## src/common/link_cfg_pkg.sv

```systemverilog
// constants for the serial link configuration bank
package link_cfg_pkg;
	// ------------------------------------------------------------
	// register byte offsets
	// ------------------------------------------------------------
	localparam logic [7:0] OFF_APPLY = 8'h00;
	localparam logic [7:0] OFF_NODE_ADDR = 8'h04;
	localparam logic [7:0] OFF_FRAME_FORMAT = 8'h08;
	localparam logic [7:0] OFF_BAUD_CODE = 8'h0c;
	localparam logic [7:0] OFF_TX_DELAY = 8'h10;
	localparam logic [7:0] OFF_SILENT = 8'h14;
	localparam logic [7:0] OFF_ACTIVE_LINK = 8'h18;
	localparam logic [7:0] OFF_ACTIVE_TIMING = 8'h1c;
	localparam logic [7:0] OFF_REG_QUERY = 8'h20;

	// ------------------------------------------------------------
	// field positions
	// ------------------------------------------------------------
	localparam int FMT_SEVEN_BIT = 3;
	localparam int FMT_MODIFIED_BIT = 2;
	localparam int ACT_FMT_LSB = 8;
	localparam int ACT_BAUD_LSB = 12;
	localparam int ACT_SILENT_LSB = 8;
	localparam int QRY_MENU_LSB = 8;
	localparam int QRY_NUMBER_LSB = 16;

	// ------------------------------------------------------------
	// values after reset and legal ranges
	// ------------------------------------------------------------
	localparam logic [7:0] NODE_ADDR_RESET = 8'h01;
	localparam logic [7:0] NODE_ADDR_MIN = 8'h01;
	localparam logic [7:0] NODE_ADDR_MAX = 8'hf7;
	localparam logic [3:0] FRAME_FORMAT_RESET = 4'h0;
	localparam logic [3:0] BAUD_CODE_RESET = 4'h6;
	localparam logic [3:0] BAUD_CODE_MAX = 4'h9;
	localparam logic [7:0] TX_DELAY_RESET = 8'h02;
	localparam logic [7:0] SILENT_RESET = 8'h00;
	localparam logic [7:0] MS_SETTING_MAX = 8'hfa;

	// stop bits and parity codes in bits 1:0
	localparam logic [1:0] two_stop_code = 2'h0;
	localparam logic [1:0] no_parity_code = 2'h1;
	localparam logic [1:0] even_parity_code = 2'h2;
	localparam logic [1:0] odd_parity_code = 2'h3;

	// ------------------------------------------------------------
	// timing
	// ------------------------------------------------------------
	localparam int unsigned CLK_PERIOD_NS = 4;
	localparam int unsigned CLK_FREQ_HZ = 1000000000 / CLK_PERIOD_NS;
	localparam int unsigned ONE_MS_NS = 1000000;
	localparam int unsigned MS_CYCLES = ONE_MS_NS / CLK_PERIOD_NS;
	// bits in one rtu character and twice the idle gap in characters
	localparam int unsigned CHAR_BITS = 11;
	localparam int unsigned IDLE_HALF_CHARS = 7;

	// axi responses
	localparam logic [1:0] RESP_OKAY = 2'h0;
	localparam logic [1:0] RESP_SLVERR = 2'h2;
endpackage

```

## src/hdl/register_number_map.sv

```systemverilog
// maps menu and parameter numbers to a protocol register number
`timescale 1ns/10ps
module register_number_map (
	// selection
	input wire logic modified,
	input wire logic [7:0] menu,
	input wire logic [7:0] param,
	// result
	output logic [15:0] number
);
	logic [15:0] scaled;
	logic [15:0] menuWide;
	logic [15:0] paramWide;

	// menu scaled by 100 or 256, plus parameter, minus one
	assign menuWide = {8'h00, menu};
	assign paramWide = {8'h00, param};
	assign scaled = modified ? {menu, 8'h00} : 16'(menuWide * 16'h0064);
	assign number = 16'(scaled + paramWide - 16'h0001);
endmodule

```

## src/hdl/serial_link_config_bank.sv

```systemverilog
// serial link configuration bank with axi4-lite register access
//
// Contract
// Writes to node address, format, baud, transmit delay and silent period stay pending until reset or apply.
// After the active settings are reloaded the apply bit clears itself.
// Only node addresses 1 to 247 are accepted and the address resets to 1.
// The link is always a Modbus RTU slave and never starts a transaction.
// The data-length bit reads 0 and a format selecting seven data bits is refused.
// The stored format sets the character framing and resets to 8 data, 2 stop, no parity.
// Format bit 3 is data length, bit 2 register mode and bits 1:0 stop bits and parity.
// Register numbers are menu times 100 or 256, plus parameter, minus one, by mode.
// Replies wait at least 1 ms after a request and the transmitter stays on 1 ms after.
// End of frame is 3.5 characters of idle at zero silent period, else the setting in ms.
`timescale 1ns/10ps
module serial_link_config_bank #(
	parameter int unsigned MS_COUNT = link_cfg_pkg::MS_CYCLES,
	parameter int unsigned CLK_HZ = link_cfg_pkg::CLK_FREQ_HZ
) (
	// clock, reset, enable
	input wire logic clk,
	input wire logic rst,
	input wire logic ce,
	// axi4-lite write address and data
	input wire logic [7:0] s_axi_awaddr,
	input wire logic s_axi_awvalid,
	output logic s_axi_awready,
	input wire logic [31:0] s_axi_wdata,
	input wire logic [3:0] s_axi_wstrb,
	input wire logic s_axi_wvalid,
	output logic s_axi_wready,
	// axi4-lite write response
	output logic [1:0] s_axi_bresp,
	output logic s_axi_bvalid,
	input wire logic s_axi_bready,
	// axi4-lite read
	input wire logic [7:0] s_axi_araddr,
	input wire logic s_axi_arvalid,
	output logic s_axi_arready,
	output logic [31:0] s_axi_rdata,
	output logic [1:0] s_axi_rresp,
	output logic s_axi_rvalid,
	input wire logic s_axi_rready,
	// active link settings
	output logic [7:0] nodeAddress,
	output logic registerModeModified,
	output logic stopBitsTwo,
	output logic parityEnable,
	output logic parityOdd,
	output logic settingsReloaded,
	// active link timing in clock cycles
	output logic [31:0] bitCycles,
	output logic [31:0] frameIdleCycles,
	output logic [31:0] txEnableDelayCycles,
	output logic [31:0] txStartDelayCycles,
	output logic [31:0] txHoldCycles
);
	import link_cfg_pkg::*;

	// ------------------------------------------------------------
	// state
	// ------------------------------------------------------------
	logic [7:0] awAddrHeld;
	logic awHeld;
	logic [31:0] wDataHeld;
	logic [3:0] wStrbHeld;
	logic wHeld;
	logic doWrite;
	logic applyBit;
	logic applyWrite;
	logic [7:0] pendAddr;
	logic [3:0] pendFormat;
	logic [3:0] pendBaud;
	logic [7:0] pendTxDelay;
	logic [7:0] pendSilent;
	logic [7:0] actAddr;
	logic [3:0] actFormat;
	logic [3:0] actBaud;
	logic [7:0] actTxDelay;
	logic [7:0] actSilent;
	logic [7:0] queryParam;
	logic [7:0] queryMenu;
	logic [15:0] queryNumber;
	logic [15:0] next_queryNumber;
	logic [31:0] next_bitCycles;
	logic [31:0] readWord;
	logic readMapped;
	logic writeMapped;

	// clock cycles per bit for each baud code
	function automatic logic [31:0] baudCycles(input logic [3:0] code);
		logic [31:0] cycles;
		cycles = 32'(CLK_HZ / 19200);
		unique case (code)
			4'h0: cycles = 32'(CLK_HZ / 300);
			4'h1: cycles = 32'(CLK_HZ / 600);
			4'h2: cycles = 32'(CLK_HZ / 1200);
			4'h3: cycles = 32'(CLK_HZ / 2400);
			4'h4: cycles = 32'(CLK_HZ / 4800);
			4'h5: cycles = 32'(CLK_HZ / 9600);
			4'h6: cycles = 32'(CLK_HZ / 19200);
			4'h7: cycles = 32'(CLK_HZ / 38400);
			4'h8: cycles = 32'(CLK_HZ / 57600);
			4'h9: cycles = 32'(CLK_HZ / 115200);
			default: cycles = 32'(CLK_HZ / 19200);
		endcase
		return cycles;
	endfunction

	// ------------------------------------------------------------
	// axi write channels
	// ------------------------------------------------------------
	// address and data are taken in either order, one write at a time
	always_ff @(posedge clk or posedge rst) begin
		if (rst) begin
			awHeld <= 1'b0;
			awAddrHeld <= 8'h00;
			wHeld <= 1'b0;
			wDataHeld <= 32'h00000000;
			wStrbHeld <= 4'h0;
		end else if (ce) begin
			if (s_axi_awvalid && s_axi_awready) begin
				awHeld <= 1'b1;
				awAddrHeld <= s_axi_awaddr;
			end else if (doWrite) begin
				awHeld <= 1'b0;
			end
			if (s_axi_wvalid && s_axi_wready) begin
				wHeld <= 1'b1;
				wDataHeld <= s_axi_wdata;
				wStrbHeld <= s_axi_wstrb;
			end else if (doWrite) begin
				wHeld <= 1'b0;
			end
		end
	end

	assign doWrite = awHeld && wHeld && !s_axi_bvalid;
	assign applyWrite = doWrite && awAddrHeld == OFF_APPLY && wStrbHeld[0] && wDataHeld[0];

	// decode of offsets that answer a write with okay, the read-only active ones included
	always_comb begin
		unique case (awAddrHeld)
			OFF_APPLY, OFF_NODE_ADDR, OFF_FRAME_FORMAT, OFF_BAUD_CODE,
			OFF_TX_DELAY, OFF_SILENT, OFF_REG_QUERY: writeMapped = 1'b1;
			OFF_ACTIVE_LINK, OFF_ACTIVE_TIMING: writeMapped = 1'b1;
			default: writeMapped = 1'b0;
		endcase
	end

	// handshake flags and write response
	always_ff @(posedge clk or posedge rst) begin
		if (rst) begin
			s_axi_awready <= 1'b0;
			s_axi_wready <= 1'b0;
			s_axi_bvalid <= 1'b0;
			s_axi_bresp <= RESP_OKAY;
		end else if (ce) begin
			s_axi_awready <= !(awHeld || (s_axi_awvalid && s_axi_awready)) || doWrite;
			s_axi_wready <= !(wHeld || (s_axi_wvalid && s_axi_wready)) || doWrite;
			if (doWrite) begin
				s_axi_bvalid <= 1'b1;
				s_axi_bresp <= writeMapped ? RESP_OKAY : RESP_SLVERR;
			end else if (s_axi_bready) begin
				s_axi_bvalid <= 1'b0;
			end
		end
	end

	// ------------------------------------------------------------
	// pending settings
	// ------------------------------------------------------------
	// staged values, each setting write checked against its legal range; query menu and parameter taken as written
	always_ff @(posedge clk or posedge rst) begin
		if (rst) begin
			pendAddr <= NODE_ADDR_RESET;
			pendFormat <= FRAME_FORMAT_RESET;
			pendBaud <= BAUD_CODE_RESET;
			pendTxDelay <= TX_DELAY_RESET;
			pendSilent <= SILENT_RESET;
			queryParam <= 8'h00;
			queryMenu <= 8'h00;
		end else if (ce && doWrite) begin
			if (awAddrHeld == OFF_NODE_ADDR && wStrbHeld[0] && wDataHeld[31:8] == 24'h000000
				&& wDataHeld[7:0] >= NODE_ADDR_MIN && wDataHeld[7:0] <= NODE_ADDR_MAX) begin
				pendAddr <= wDataHeld[7:0];
			end
			if (awAddrHeld == OFF_FRAME_FORMAT && wStrbHeld[0] && wDataHeld[31:4] == 28'h0000000
				&& !wDataHeld[FMT_SEVEN_BIT]) begin
				pendFormat <= wDataHeld[3:0];
			end
			if (awAddrHeld == OFF_BAUD_CODE && wStrbHeld[0] && wDataHeld[31:4] == 28'h0000000
				&& wDataHeld[3:0] <= BAUD_CODE_MAX) begin
				pendBaud <= wDataHeld[3:0];
			end
			if (awAddrHeld == OFF_TX_DELAY && wStrbHeld[0] && wDataHeld[31:8] == 24'h000000
				&& wDataHeld[7:0] <= MS_SETTING_MAX) begin
				pendTxDelay <= wDataHeld[7:0];
			end
			if (awAddrHeld == OFF_SILENT && wStrbHeld[0] && wDataHeld[31:8] == 24'h000000
				&& wDataHeld[7:0] <= MS_SETTING_MAX) begin
				pendSilent <= wDataHeld[7:0];
			end
			if (awAddrHeld == OFF_REG_QUERY) begin
				if (wStrbHeld[0]) begin
					queryParam <= wDataHeld[7:0];
				end
				if (wStrbHeld[1]) begin
					queryMenu <= wDataHeld[QRY_MENU_LSB +: 8];
				end
			end
		end
	end

	// ------------------------------------------------------------
	// apply bit and active settings
	// ------------------------------------------------------------
	// a fresh software set wins over the self clear
	always_ff @(posedge clk or posedge rst) begin
		if (rst) begin
			applyBit <= 1'b0;
		end else if (ce) begin
			if (applyWrite) begin
				applyBit <= 1'b1;
			end else if (applyBit) begin
				applyBit <= 1'b0;
			end
		end
	end

	// active copy loads at reset and when apply is seen
	always_ff @(posedge clk or posedge rst) begin
		if (rst) begin
			actAddr <= NODE_ADDR_RESET;
			actFormat <= FRAME_FORMAT_RESET;
			actBaud <= BAUD_CODE_RESET;
			actTxDelay <= TX_DELAY_RESET;
			actSilent <= SILENT_RESET;
			settingsReloaded <= 1'b0;
		end else if (ce) begin
			settingsReloaded <= applyBit;
			if (applyBit) begin
				actAddr <= pendAddr;
				actFormat <= pendFormat;
				actBaud <= pendBaud;
				actTxDelay <= pendTxDelay;
				actSilent <= pendSilent;
			end
		end
	end

	// ------------------------------------------------------------
	// derived link outputs
	// ------------------------------------------------------------
	assign next_bitCycles = baudCycles(actBaud);

	// framing decoded from the active format code
	always_ff @(posedge clk or posedge rst) begin
		if (rst) begin
			nodeAddress <= NODE_ADDR_RESET;
			registerModeModified <= 1'b0;
			stopBitsTwo <= 1'b1;
			parityEnable <= 1'b0;
			parityOdd <= 1'b0;
		end else if (ce) begin
			nodeAddress <= actAddr;
			registerModeModified <= actFormat[FMT_MODIFIED_BIT];
			stopBitsTwo <= actFormat[1:0] == two_stop_code;
			parityEnable <= actFormat[1:0] == even_parity_code
				|| actFormat[1:0] == odd_parity_code;
			parityOdd <= actFormat[1:0] == odd_parity_code;
		end
	end

	// timing counts; the bank only sets up a slave that answers requests
	always_ff @(posedge clk or posedge rst) begin
		if (rst) begin
			bitCycles <= 32'h00000000;
			frameIdleCycles <= 32'h00000000;
			txEnableDelayCycles <= 32'h00000000;
			txStartDelayCycles <= 32'h00000000;
			txHoldCycles <= 32'h00000000;
		end else if (ce) begin
			bitCycles <= next_bitCycles;
			if (actSilent == 8'h00) begin
				frameIdleCycles <= 32'((next_bitCycles * CHAR_BITS * IDLE_HALF_CHARS + 1) / 2);
			end else begin
				frameIdleCycles <= 32'(actSilent * MS_COUNT);
			end
			if (actTxDelay < 8'h02) begin
				txEnableDelayCycles <= 32'(MS_COUNT);
			end else begin
				txEnableDelayCycles <= 32'(actTxDelay * MS_COUNT);
			end
			if (actTxDelay == 8'h00) begin
				txStartDelayCycles <= 32'(MS_COUNT);
			end else if (actTxDelay == 8'h01) begin
				txStartDelayCycles <= 32'(2 * MS_COUNT);
			end else begin
				txStartDelayCycles <= 32'((actTxDelay + 1) * MS_COUNT);
			end
			txHoldCycles <= 32'(MS_COUNT);
		end
	end

	// ------------------------------------------------------------
	// register number lookup
	// ------------------------------------------------------------
	register_number_map numberMap (
		.modified(actFormat[FMT_MODIFIED_BIT]),
		.menu(queryMenu),
		.param(queryParam),
		.number(next_queryNumber)
	);

	// lookup result held for reading
	always_ff @(posedge clk or posedge rst) begin
		if (rst) begin
			queryNumber <= 16'h0000;
		end else if (ce) begin
			queryNumber <= next_queryNumber;
		end
	end

	// ------------------------------------------------------------
	// axi read channel
	// ------------------------------------------------------------
	// read mux; data-length bit always reads zero
	always_comb begin
		readWord = 32'h00000000;
		readMapped = 1'b1;
		unique case (s_axi_araddr)
			OFF_APPLY: readWord = {31'h00000000, applyBit};
			OFF_NODE_ADDR: readWord = {24'h000000, pendAddr};
			OFF_FRAME_FORMAT: readWord = {28'h0000000, 1'b0, pendFormat[2:0]};
			OFF_BAUD_CODE: readWord = {28'h0000000, pendBaud};
			OFF_TX_DELAY: readWord = {24'h000000, pendTxDelay};
			OFF_SILENT: readWord = {24'h000000, pendSilent};
			OFF_ACTIVE_LINK: readWord = {16'h0000, actBaud, 1'b0, actFormat[2:0], actAddr};
			OFF_ACTIVE_TIMING: readWord = {16'h0000, actSilent, actTxDelay};
			OFF_REG_QUERY: readWord = {queryNumber, queryMenu, queryParam};
			default: readMapped = 1'b0;
		endcase
	end

	// one read at a time, answered the cycle after the address
	always_ff @(posedge clk or posedge rst) begin
		if (rst) begin
			s_axi_arready <= 1'b0;
			s_axi_rvalid <= 1'b0;
			s_axi_rdata <= 32'h00000000;
			s_axi_rresp <= RESP_OKAY;
		end else if (ce) begin
			if (s_axi_arvalid && s_axi_arready) begin
				s_axi_arready <= 1'b0;
				s_axi_rvalid <= 1'b1;
				s_axi_rdata <= readWord;
				s_axi_rresp <= readMapped ? RESP_OKAY : RESP_SLVERR;
			end else if (s_axi_rvalid) begin
				if (s_axi_rready) begin
					s_axi_rvalid <= 1'b0;
					s_axi_arready <= 1'b1;
				end
			end else begin
				s_axi_arready <= 1'b1;
			end
		end
	end
endmodule

```

## config.mk

```make
export PLATFORM = sky130hd
export DESIGN_NAME = serial_link_config_bank
export DESIGN_NICKNAME = d
export VERILOG_FILES = /design/src/common/link_cfg_pkg.sv /design/src/hdl/register_number_map.sv /design/src/hdl/serial_link_config_bank.sv
export SDC_FILE = /design/constraint.sdc
export NUM_CORES = 1
export LEC_CHECK = 0
export ABC_AREA = 0
export ABC_CLOCK_PERIOD_IN_PS = 7700
export BUFFER_PORTS_ARGS = -buffer_cell sky130_fd_sc_hd__buf_2
export CAP_MARGIN = 15
export CELL_PAD_IN_SITES_DETAIL_PLACEMENT = 1
export CELL_PAD_IN_SITES_GLOBAL_PLACEMENT = 1
export CORE_MARGIN = 2
export CORE_UTILIZATION = 35
export DETAILED_ROUTE_END_ITERATION = 16
export GPL_TIMING_DRIVEN = 0
export PLACE_DENSITY = 0.73
export SYNTH_ARGS = -nofsm -noshare
export SYNTH_HDL_FRONTEND = slang
export SYNTH_SLANG_ARGS = --single-unit
```

## constraint.sdc

```tcl
create_clock -name clk -period 7.7 [get_ports clk]
set_input_delay 0 -clock clk [delete_from_list [all_inputs] [get_ports clk]]
set_output_delay 0 -clock clk [all_outputs]
set_load 0.02 [all_outputs]
```

==> results.md <==
- Detailed Place HPWL: 56140 um
- Worst-Margin Slew: 1.197 ns
- Setup crit end kind: register
- Placed Instances: 3450
- Vert. Die Dim: 258.5 um
- Syn Inst Count: 2317
- Area of the multi-input gates: 14090 um2
- Starting Density: 35.29%
- Core area: 64230 um2
- Final std cells w/o fill: 3569
- Reg area: 7099 um2
- CP Class: reg -> reg
- Ys Warns: 0
- Most used cell, CP: a21o_1
- Vias in the first global route: 19730
- Total track usage: 21.32%
- Crit path to: frameIdleCycles[15]
- Post-synth EDFFs: 0
- Final period util: 96.33%
- I/O Buffers: 206
- Lkg Pwr: 13.99 nW
- Seq pwr share: 40.5%
- Placed Instance Area: 25170 um2
- Switching Share: 31.52%
- Fin Clk Skew: 0.02944 ns
- Max Freq: 134.8 MHz
- Antenna violations before repair: 0
- Wire length on met2: 35390 um
- Htree depth: 2
- Worst r2r src: actBaud[1]
- Worst VDD drop: 0.0001876 V
- Root buf cell: clkbuf_16
- Site Rows: 93
- Switching Power: 1.422 mW
- DRT antenna net count: 0
- Setup slack after placement: -0.6829 ns
- Share of layout cells above drive strength 1: 20.67%
- Residual overflow from global routing: 0
- Logic pwr share: 21.7%
- Tmin final: 7.417 ns
- Via total after detailed routing: 18330
- CP max-delay cell: dfstp_4
- Final wirelength: 71670 um
- Avg Cell Area, Syn: 9.783 um2
- Setup_tns: 0 ns
- Status: finished clean
- Yosys cell types: 82
- Worst-Skew Late Latency: 0.57 ns
- Final setup vio count: 0
- Drt initial violations: 981
- Met3 Wirelength: 3996 um
- Clock slew at reported path FFs: 0.06 ns
- Hold Vio Cnt, Final: 0
- DRC: 0
- Relative slew slack: 20.23%
- Synth-to-layout area growth: 19.06%
- CP Max Fanout: 12
- Largest net degree at the start of global routing: 44
- Via density: 5.136
- Int Pwr: 3.090 mW
- CP startpoint kind: register
- Final worst slack: 0.2825 ns
- WL per Instance: 20.08 um
- Critical Path AT: 7.86 ns
- Clock power share: 37.8%
- Die width: 258.5 um
- First-pass GRT wire length: 111700 um
- Slowest stage delay, CP: 0.74 ns
- Seq/Total Area, Yosys: 31.30%
- Reg-to-reg critical path endpoint: frameIdleCycles[15]
- Post-synthesis async set-or-reset flop share: 100.0%
- Fillcell total: 7405
- Synth Flop Type: dfrtp_1
- Setup crit start: actBaud[1]
- CTS tree: yes
- Max-cap check violation count: 0
- CTS Buf Count: 36
- Final instance area: 26990 um2
- Max Used Layer: met4
- Mapped cell area: 22670 um2
- Reg2reg setup slack: 0.28 ns
- Full die area: 66820 um2
- Critical Path RT: 8.14 ns
- DRT met1 WL: 29750 um
- Routability cong.: 0.8902
- NumNets Final: 3143
- Pwr/cell area: 167.2 nW/um2
- IO Pins: 274
- Drt first pass iters: 5
- Number of antenna diodes: 0
- Hold/Removal Path Class: in -> async
- Worst Reg2Reg Path Length in Cells: 30
- Yosys reg bits: 283
- Max-slew violation count: 0
- Clock Sinks: 283
- Clock tree buffer depth: 3
==> worst min-delay path by stage <==
| stage | to | slack (ns) | cells past startpoint |
|---|---|---|---|
| final | awHeld | 0.09 | 3 |
| after global routing | awHeld | 0.16 | 3 |
| after CTS | bitCycles[16] | 0.11 | 3 |
| after detailed placement | awHeld | 0.15 | 2 |
| after global placement | wStrbHeld[1] | 0.23 | 2 |
| after floorplan | wDataHeld[0] | 0.15 | 1 |
==> worst max-delay path: cells and delay by family, from the launching register on <==
family | cells | cell delay [ns]
AOI/OAI and AO/OA | 15 | 2.96
adders and majority gates | 6 | 2.18
DFF | 1 | 0.74
and+or+nand+nor | 4 | 0.46
xor gates and xnor gates | 2 | 0.36
buffers and inverters | 2 | 0.35
muxes | 1 | 0.26
==> metrics by stage <==
stage	hold slack (ns)	power (mW)	utilization [%]
2_1_floorplan	0.1506	2.490	-
3_3_place_gp	0.2334	2.732	38.94
3_5_place_dp	0.1478	2.791	39.18
4_1_cts	0.1068	4.539	41.83
5_1_grt	0.1558	4.728	42.02
6_report	0.09322	4.512	42.02
==> cell usage after synthesis (all sizes together) (4+ instances only) <==
library cell | number | area (um2)
dfrtp | 273 | 6832
nand2b | 16 | 100.1
nand3 | 59 | 295.3
o21ai | 76 | 384.1
o2bb2ai | 21 | 183.9
a21o | 61 | 457.9
nor4 | 9 | 56.30
dfstp | 10 | 262.8
o21a | 12 | 90.09
a211oi | 10 | 80.07
a222oi | 4 | 40.04
or2 | 9 | 56.30
inv | 285 | 1070
or4 | 6 | 48.80
a41oi | 4 | 35.03
nand2 | 149 | 559.3
clkbuf | 49 | 183.9
nand4 | 10 | 62.56
a22o | 8 | 70.07
xor2 | 55 | 481.7
a31oi | 26 | 168.9
mux2i | 5 | 50.05
buf | 85 | 583.1
a221oi | 5 | 43.79
o21bai | 9 | 67.56
a31o | 8 | 70.07
nor2b | 18 | 112.6
o22ai | 5 | 31.28
o41ai | 5 | 43.79
o31ai | 7 | 71.32
ha | 316 | 3954
nor2 | 153 | 574.3
mux2 | 162 | 1828
and2 | 7 | 43.79
o22a | 9 | 78.83
or3 | 11 | 68.82
fa | 81 | 1622
a21oi | 112 | 560.5
nor3 | 20 | 100.1
a21boi | 4 | 30.03
a22oi | 25 | 192.7
xnor2 | 63 | 566.8
and3 | 12 | 75.07
==> area by class of cell <==
class / instances / share of cell area [%]
Sequential cell: 283 / 26.31
Buffer: 134 / 2.865
Multi-Input combinational cell: 1679 / 52.22
Timing Repair Buffer: 267 / 6.314
Tap cell: 855 / 3.964
Inverter: 285 / 3.992
Clock buffer: 54 / 3.848
Clock inverter: 12 / 0.4914
==> cell families after synthesis <==
kind of cell / count (synthesis) / synth area share [%]
xor+xnor: 118 / 4.625
buf+inv: 419 / 8.103
simple gates: 491 / 9.941
fa+ha+maj: 397 / 24.60
flops: 283 / 31.30
mux: 167 / 8.285
compound gates: 441 / 13.14
other cells: 1 / 0.01654
==> registers in the layout, summed over array words and instances, names as in the netlist, 16 cells and up <==
name / flops
txEnableDelayCycles: 22
bitCycles: 20
queryNumber: 16
txStartDelayCycles: 23
frameIdleCycles: 26
wDataHeld: 32
s_axi_rdata: 32
==> layout by cell type, fill, tap and decap left out, types with 61 or more instances in the layout <==
| cell | count |
|---|---|
| ha_1 | 316 |
| inv_1 | 282 |
| dfrtp_1 | 272 |
| buf_2 | 207 |
| mux2_2 | 155 |
| nor2_1 | 150 |
| nand2_1 | 149 |
| a21oi_1 | 110 |
| fa_1 | 81 |
| buf_4 | 75 |
| o21ai_0 | 69 |
| conb_1 | 65 |
| a21o_1 | 61 |
==> power by group through the flow <==
stage	registers, mW	logic (mW)	clock network [mW]
final	1.83	0.978	1.71
after global routing	1.85	1.08	1.80
after CTS	1.82	0.972	1.75
after detailed placement	1.84	0.947	0
after global placement	1.83	0.900	0
after floorplan	1.83	0.662	0
==> layer usage <==
layer / track usage [%] / vias up
met2: 37.19 / 418
met1: 26.25 / 9212
met3: 4.088 / 110
met4: 7.450 / 0
met5: 0 / -
li1: - / 8589
==> what timing repair did <==
| item | 4_1_cts | 5_1_grt |
|---|---|---|
| endpoints found under the hold margin | 76 | 0 |
| pin swaps | 0 | 0 |
| buffers inserted | 1 | 3 |
| endpoints found under the setup margin | 10 | 8 |
| hold buffers | 48 | 0 |
| gates resized for setup | 12 | 21 |
(Power assumes the default switching activity.)
